<file path="config.mk">
export PLATFORM = sky130hd
export DESIGN_NAME = pcc_perf_monitor
export DESIGN_NICKNAME = d
export VERILOG_FILES = /design/src/verilog/pcc_pkg.sv /design/src/verilog/pcc_perf_monitor.sv
export VERILOG_INCLUDE_DIRS = /design/src /design/src/verilog
export SDC_FILE = /design/constraint.sdc
export NUM_CORES = 1
export LEC_CHECK = 0
export ABC_AREA = 0
export CAP_MARGIN = 20
export CELL_PAD_IN_SITES_DETAIL_PLACEMENT = 0
export CELL_PAD_IN_SITES_GLOBAL_PLACEMENT = 1
export CORE_AREA = 5 5 131 133
export DETAILED_ROUTE_END_ITERATION = 8
export DIE_AREA = 0 0 136 138
export DONT_BUFFER_PORTS = 1
export PLACE_DENSITY_LB_ADDON = 0.1
export SLEW_MARGIN = 15
export SYNTH_ARGS = -nofsm -noshare
export SYNTH_HDL_FRONTEND = slang
export SYNTH_SLANG_ARGS = --single-unit
</file>
<file path="constraint.sdc">
create_clock -name ref_clk -period 10.7 [get_ports ref_clk]
set_clock_uncertainty 0.1 [all_clocks]
set_input_delay 2.14 -clock ref_clk [delete_from_list [all_inputs] [get_ports ref_clk]]
set_output_delay 2.14 -clock ref_clk [all_outputs]
set_load 0.05 [all_outputs]
</file>
<file path="src/verilog/pcc_consts.svh">
// register offsets, field positions and reset values of the cycle counter block
`ifndef PCC_CONSTS_SVH
`define PCC_CONSTS_SVH
`define PCC_OFS_CNT_LO   8'h00
`define PCC_OFS_CNT_HI   8'h04
`define PCC_OFS_CHAN     8'h08
`define PCC_OFS_INT_SET  8'h0c
`define PCC_OFS_INT_CLR  8'h10
`define PCC_OFS_STATUS   8'h14
`define PCC_OFS_STAT_CLR 8'h18
`define PCC_OFS_CTRL     8'h1c
`define PCC_BIT_BW_EN    10
`define PCC_MSB_LAT_SEL  9
`define PCC_LSB_LAT_SEL  8
`define PCC_MSB_CLASS    3
`define PCC_BIT_OVF      31
`define PCC_BIT_CNT_EN   0
`define PCC_RST_CNT      48'h000000000000
`define PCC_RST_CHAN     4'h0
`define PCC_RST_CNT_EN   1'b1
`define PCC_CNT_MAX      48'hffffffffffff
`define PCC_QW           8
`endif

</file>
<file path="src/verilog/pcc_pkg.sv">
// types of the cycle counter and axi monitor select block
package pcc_pkg;
  `include "pcc_consts.svh"

  typedef enum logic [3:0] {
    PCC_TC_COMMAND      = 4'h0,
    PCC_TC_INPUT_FMAP   = 4'h1,
    PCC_TC_WEIGHTS      = 4'h2,
    PCC_TC_SCALE_BIAS   = 4'h3,
    PCC_TC_MEM2MEM_RD   = 4'h4,
    PCC_TC_OUTPUT_FMAP  = 4'h8,
    PCC_TC_MEM2MEM_WR   = 4'h9
  } pcc_traffic_class_t;

  typedef struct packed {
    logic [7:0]  addr;
    logic [31:0] wdata;
    logic        wr;
    logic        rd;
  } pcc_bus_req_t;

  typedef struct packed {
    logic [47:0]                 cnt;
    logic                        countEn;
    logic [3:0]                  trafficClass;
    logic [1:0]                  latencySel;
    logic                        bwFilterEn;
    logic                        ovfIrqEn;
    logic                        ovfStatus;
    logic [31:0]                 rdata;
    logic                        irq;
    logic                        bwEvent;
    logic [3:0][`PCC_QW-1:0]     qMax;
    logic [`PCC_QW-1:0]          latencyMax;
  } pcc_state_t;
endpackage
</file>
<file path="src/verilog/pcc_perf_monitor.sv">
// cycle counter, axi monitor channel select and overflow interrupt
`timescale 1ns/1ps
`include "pcc_consts.svh"

module pcc_perf_monitor import pcc_pkg::*; #(
  parameter int QW = `PCC_QW
) (
  // clock and reset
  input  wire logic              ref_clk,
  input  wire logic              rst,
  // register port
  input  wire pcc_bus_req_t      busReq,
  output logic [31:0]            rdata,
  // traffic observation
  input  wire logic [15:0]       classBeat,
  input  wire logic [3:0][QW-1:0] queueDepth,
  // monitor outputs
  output logic                   bwEvent,
  output logic [QW-1:0]          latencyMax,
  output logic [3:0]             trafficClass,
  output logic [1:0]             latencySel,
  output logic                   bwFilterEn,
  // interrupt
  output logic                   irq
);

  pcc_state_t st_reg;
  pcc_state_t st_next;

  logic wrLo;
  logic wrHi;
  logic wrChan;
  logic wrSet;
  logic wrClr;
  logic wrStatClr;
  logic wrCtrl;
  logic wrap;
  logic [3:0][QW-1:0] qMaxNext;

  assign wrLo      = busReq.wr && busReq.addr == `PCC_OFS_CNT_LO;
  assign wrHi      = busReq.wr && busReq.addr == `PCC_OFS_CNT_HI;
  assign wrChan    = busReq.wr && busReq.addr == `PCC_OFS_CHAN;
  assign wrSet     = busReq.wr && busReq.addr == `PCC_OFS_INT_SET;
  assign wrClr     = busReq.wr && busReq.addr == `PCC_OFS_INT_CLR;
  assign wrStatClr = busReq.wr && busReq.addr == `PCC_OFS_STAT_CLR;
  assign wrCtrl    = busReq.wr && busReq.addr == `PCC_OFS_CTRL;
  assign wrap      = st_reg.countEn && st_reg.cnt == `PCC_CNT_MAX;

  // per-queue high-water mark, restarted when the selector is rewritten
  genvar gi;
  generate
    for (gi = 0; gi < 4; gi++) begin : g_queue
      always_comb begin
        if (wrChan) begin
          qMaxNext[gi] = queueDepth[gi];
        end else if (queueDepth[gi] > st_reg.qMax[gi]) begin
          qMaxNext[gi] = queueDepth[gi];
        end else begin
          qMaxNext[gi] = st_reg.qMax[gi];
        end
      end
    end
  endgenerate

  always_comb begin
    st_next = st_reg;
    // counter advance and wrap
    if (st_reg.countEn) begin
      st_next.cnt = wrap ? `PCC_RST_CNT : st_reg.cnt + 48'h000000000001;
    end
    if (wrLo) begin
      st_next.cnt[31:0] = busReq.wdata;
    end
    if (wrHi) begin
      st_next.cnt[47:32] = busReq.wdata[15:0];
    end
    if (wrCtrl) begin
      st_next.countEn = busReq.wdata[`PCC_BIT_CNT_EN];
    end
    // channel select
    if (wrChan) begin
      st_next.trafficClass = busReq.wdata[`PCC_MSB_CLASS:0];
      st_next.latencySel   = busReq.wdata[`PCC_MSB_LAT_SEL:`PCC_LSB_LAT_SEL];
      st_next.bwFilterEn   = busReq.wdata[`PCC_BIT_BW_EN];
    end
    // overflow enable shares one bit between set and clear views
    if (wrSet && busReq.wdata[`PCC_BIT_OVF]) begin
      st_next.ovfIrqEn = 1'b1;
    end else if (wrClr && busReq.wdata[`PCC_BIT_OVF]) begin
      st_next.ovfIrqEn = 1'b0;
    end
    // sticky overflow, a wrap in the clear cycle wins
    if (wrap) begin
      st_next.ovfStatus = 1'b1;
    end else if (wrStatClr && busReq.wdata[`PCC_BIT_OVF]) begin
      st_next.ovfStatus = 1'b0;
    end
    st_next.irq = st_reg.ovfStatus && st_reg.ovfIrqEn;
    // bandwidth events for all classes or the selected one
    if (st_reg.bwFilterEn) begin
      st_next.bwEvent = classBeat[st_reg.trafficClass];
    end else begin
      st_next.bwEvent = |classBeat;
    end
    st_next.qMax       = qMaxNext;
    st_next.latencyMax = st_reg.qMax[st_reg.latencySel];
    // read data stands only in the cycle after the strobe
    st_next.rdata = 32'h00000000;
    if (busReq.rd) begin
      case (busReq.addr)
        `PCC_OFS_CNT_LO: st_next.rdata = st_reg.cnt[31:0];
        `PCC_OFS_CNT_HI: st_next.rdata = {16'h0000, st_reg.cnt[47:32]};
        `PCC_OFS_CHAN: begin
          st_next.rdata[`PCC_MSB_CLASS:0]                   = st_reg.trafficClass;
          st_next.rdata[`PCC_MSB_LAT_SEL:`PCC_LSB_LAT_SEL] = st_reg.latencySel;
          st_next.rdata[`PCC_BIT_BW_EN]                     = st_reg.bwFilterEn;
        end
        `PCC_OFS_INT_SET,
        `PCC_OFS_INT_CLR: st_next.rdata[`PCC_BIT_OVF] = st_reg.ovfIrqEn;
        `PCC_OFS_STATUS: st_next.rdata[`PCC_BIT_OVF] = st_reg.ovfStatus;
        `PCC_OFS_CTRL: st_next.rdata[`PCC_BIT_CNT_EN] = st_reg.countEn;
        default: st_next.rdata = 32'h00000000;
      endcase
    end
  end

  always_ff @(posedge ref_clk or posedge rst) begin
    if (rst) begin
      st_reg              <= '0;
      st_reg.cnt          <= `PCC_RST_CNT;
      st_reg.trafficClass <= `PCC_RST_CHAN;
      st_reg.latencySel   <= 2'h0;
      st_reg.bwFilterEn   <= 1'b0;
      st_reg.countEn      <= `PCC_RST_CNT_EN;
    end else begin
      st_reg <= st_next;
    end
  end

  assign rdata        = st_reg.rdata;
  assign bwEvent      = st_reg.bwEvent;
  assign latencyMax   = st_reg.latencyMax;
  assign trafficClass = st_reg.trafficClass;
  assign latencySel   = st_reg.latencySel;
  assign bwFilterEn   = st_reg.bwFilterEn;
  assign irq          = st_reg.irq;

  // checks
  logic [47:0] cntPlusOne;
  assign cntPlusOne = st_reg.cnt + 48'h000000000001;
endmodule

</file>
==> metrics.md <==
| Metric | Value |
|---|---|
| CP endpoint kind | `flop` |
| Die Footprint | `18800 sq um` |
| Via count | `6168` |
| Drt wl/cell | `23.0 microns` |
| Util after Layout | `52.7%` |
| DRC | `0` |
| First-pass GRT wire length | `35300 microns` |
| Post-DP HPWL | `16500 microns` |
| Drt pass-1 iters | `7` |
| Crit path DAT | `4400 ps` |
| R2R setup slack | `7510 ps` |
| Vias in the first global route | `6057` |
| DIE WIDTH | `136 microns` |
| Synth top area share | `42.0%` |
| Worst-path clk slew | `60 ps` |
| Overflow after GRT | `0` |
| RSZ-0062 raised after global routing | `false` |
| Layout cell share with drive strength beyond 1 | `15.0%` |
| Slew headroom | `27.6%` |
| Die Y | `138 microns` |
| Max Clk Rate | `238 MHz` |
| Number of port buffers | `0` |
| H-tree levels | `4` |
| Final Instance Count excl. Fillers | `975` |
| Min-delay worst type | `reg2reg` |
| Area leader, netlist | `dfrtp_1` |
| Area delta synth->final | `5.99%` |
| Status | `finished clean` |
| Total Wirelength | `22500 microns` |
| Max reg flops | `83` |
| Final nets | `871` |
| ANT nets after route | `0` |
| Flops & latches, synth | `132` |
| Iteration-0 DRC Markers | `616` |
| Syn. warnings | `0` |
| Overall Global Routing Usage | `24.4%` |
| Synthesized area | `7810 sq um` |
| Antenna diodes | `0` |
| Placed Cells | `941` |
| Antenna violations before repair | `0` |
| Worst-margin pin slew | `1080 ps` |
| Hold-fix buffers, CTS | `0` |
| Clock Latency Late Sink | `430 ps` |
| IO Pins | `141` |
| CTS tree | `built` |
| Library cells used by synthesis | `58` |
| Post-synth EDFFs | `0` |
| Main area contributors after synthesis | `dfrtp_1 (42%), mux2_2 (5.9%), ha_1 (5.3%)` |
| Setup Crit Path Kind | `in2reg` |
| Worst Hold Slack | `416 ps` |
| Routability cong. | `0.882` |
| PD cells | `241 nW/um^2` |
| Pin count of the biggest net entering global routing | `69` |
| Slew Limit Fails | `0` |
| Avg Inst Size Synth | `9.80 sq um` |
| Core area | `15700 sq um` |
| Min cycle time layout | `4200 ps` |
| Root Driver | `clkbuf_16` |
| Rows | `46` |
| TritonCTS buffer count | `17` |
| Starting Density | `49.7%` |
| Maximum VDD drop | `0.124 mV` |
| Post-CTS sizing | `0` |
| Share of the yosys chip area belonging to registers | `42.3%` |
| Setup TNS | `0 ps` |
| Syn Inst Count | `797` |
| Max Buffers Root-to-Sink | `2` |
| Setup bufs post-CTS | `0` |
| Setup-failing EPs final | `0` |
| Required @ worst endpoint | `10910 ps` |
| Final total power | `0.00199 W` |
| Main synth FF type | `dfrtp_1` |
| Final hold viol count | `0` |
| Syn_nets | `922` |
| DR vias/cell | `6.33` |
| Worst Setup Start Kind | `input port` |
| Lkg Pwr | `3.40 nW` |
| Final Cycle Share | `39.2%` |
| Crit path max fanout | `11` |
| TritonCTS sink count | `132` |
| Asr flop ratio synth | `100%` |
| Max Cap Viol | `0` |
## worst paths after layout
check | from | endpoint | depth (start not counted)
max | busReq[39] | st_reg[25]$_DFFE_PP0P_ | 6
min | st_reg[75]$_DFFE_PP0P_ | irq$_DFF_PP0_ | 1
max reg2reg | st_reg[95]$_DFFE_PP0P_ | st_reg[122]$_DFFE_PP0P_ | 7
min reg2reg | st_reg[75]$_DFFE_PP0P_ | irq$_DFF_PP0_ | 1
max in group asynchronous | rst | st_reg[87]$_DFFE_PP0P_ | 2
min in group asynchronous | rst | latencyMax[1]$_DFF_PP0_ | 1
## critical path, cell delays in order
cell      delay [ps]
nor4_1           240
buf_2            230
nand4_1          620
o311ai_1         530
buf_2            290
mux2_2           350
## cells in the mapped netlist (5+ instances only)
cell type,instances
a21o_1,5
a21oi_1,31
a222oi_1,5
a22oi_1,14
a31oi_1,17
a41oi_1,5
and2_1,5
and3_1,22
and4_1,9
buf_4,46
clkbuf_1,29
dfrtp_1,131
ha_1,33
inv_1,37
mux2_2,41
mux4_2,13
nand2_1,64
nand2b_1,6
nand3_1,19
nand4_1,36
nor2_1,55
nor2b_1,19
nor3_1,16
nor4_1,10
o21ai_0,43
o311ai_1,5
o31ai_1,6
or3_1,6
xnor2_1,8
xor2_1,10
## area by class of cell
class,count,area [sq um]
fillers,1446,7430
well taps,216,270
flip-flops and latches,132,3300
repair buffers,10,67.6
clock buffers,18,439
clock inverters,14,155
multi-input cells,548,3900
inverters,37,144
## through the flow
step	worst slack, ps	area, sq um
after global placement	5730	7650
after global routing	6380	8280
after detailed placement	5510	7660
after CTS	6010	8250
after floorplan	4940	7810
final	6500	8280
## placed cells by master, fill, tap and decap left out, drive strengths merged, types with 6 or more instances in the layout
master and instances:
clkbuf 19, a22oi 14, o31ai 6, clkinv 6, mux4 13, ha 33, nor3 16, buf 9
or3 6, or4 6, o21ai 43, nor2 55, and3 23, nor4 12, inv 39, dfrtp 131
xnor2 8, nand3 20, nand2b 6, nor2b 19, a31oi 17, nand2 65, nand4 36, xor2 10
mux2 41, and4 9, a21oi 31
## cells by family after synthesis
kind of cell | Yosys count | synth area share (%)
simple gates | 289 | 19.9
fa+ha+maj | 33 | 5.29
buf+inv | 117 | 8.12
mux | 55 | 9.79
xor+xnor | 18 | 2.02
compound gates | 153 | 12.6
flops | 132 | 42.3
## where the power goes
part / internal [W] / switching (W) / total, W / leakage, nW
registers: 0.000623 / 0.000214 / 0.000837 / 1.53
clock network: 0.000351 / 0.000231 / 0.000582 / 0.280
logic: 0.000272 / 0.000300 / 0.000573 / 1.58
## metal layers
layer	wire, microns	part of all wire [%]	track usage [%]
met5	0	0	0
met4	460	2.0	8.33
met3	1900	8.4	5.41
met2	10100	45	35.7
met1	10000	44	35.7
No activity file was read; power rests on OpenSTA's default activity.
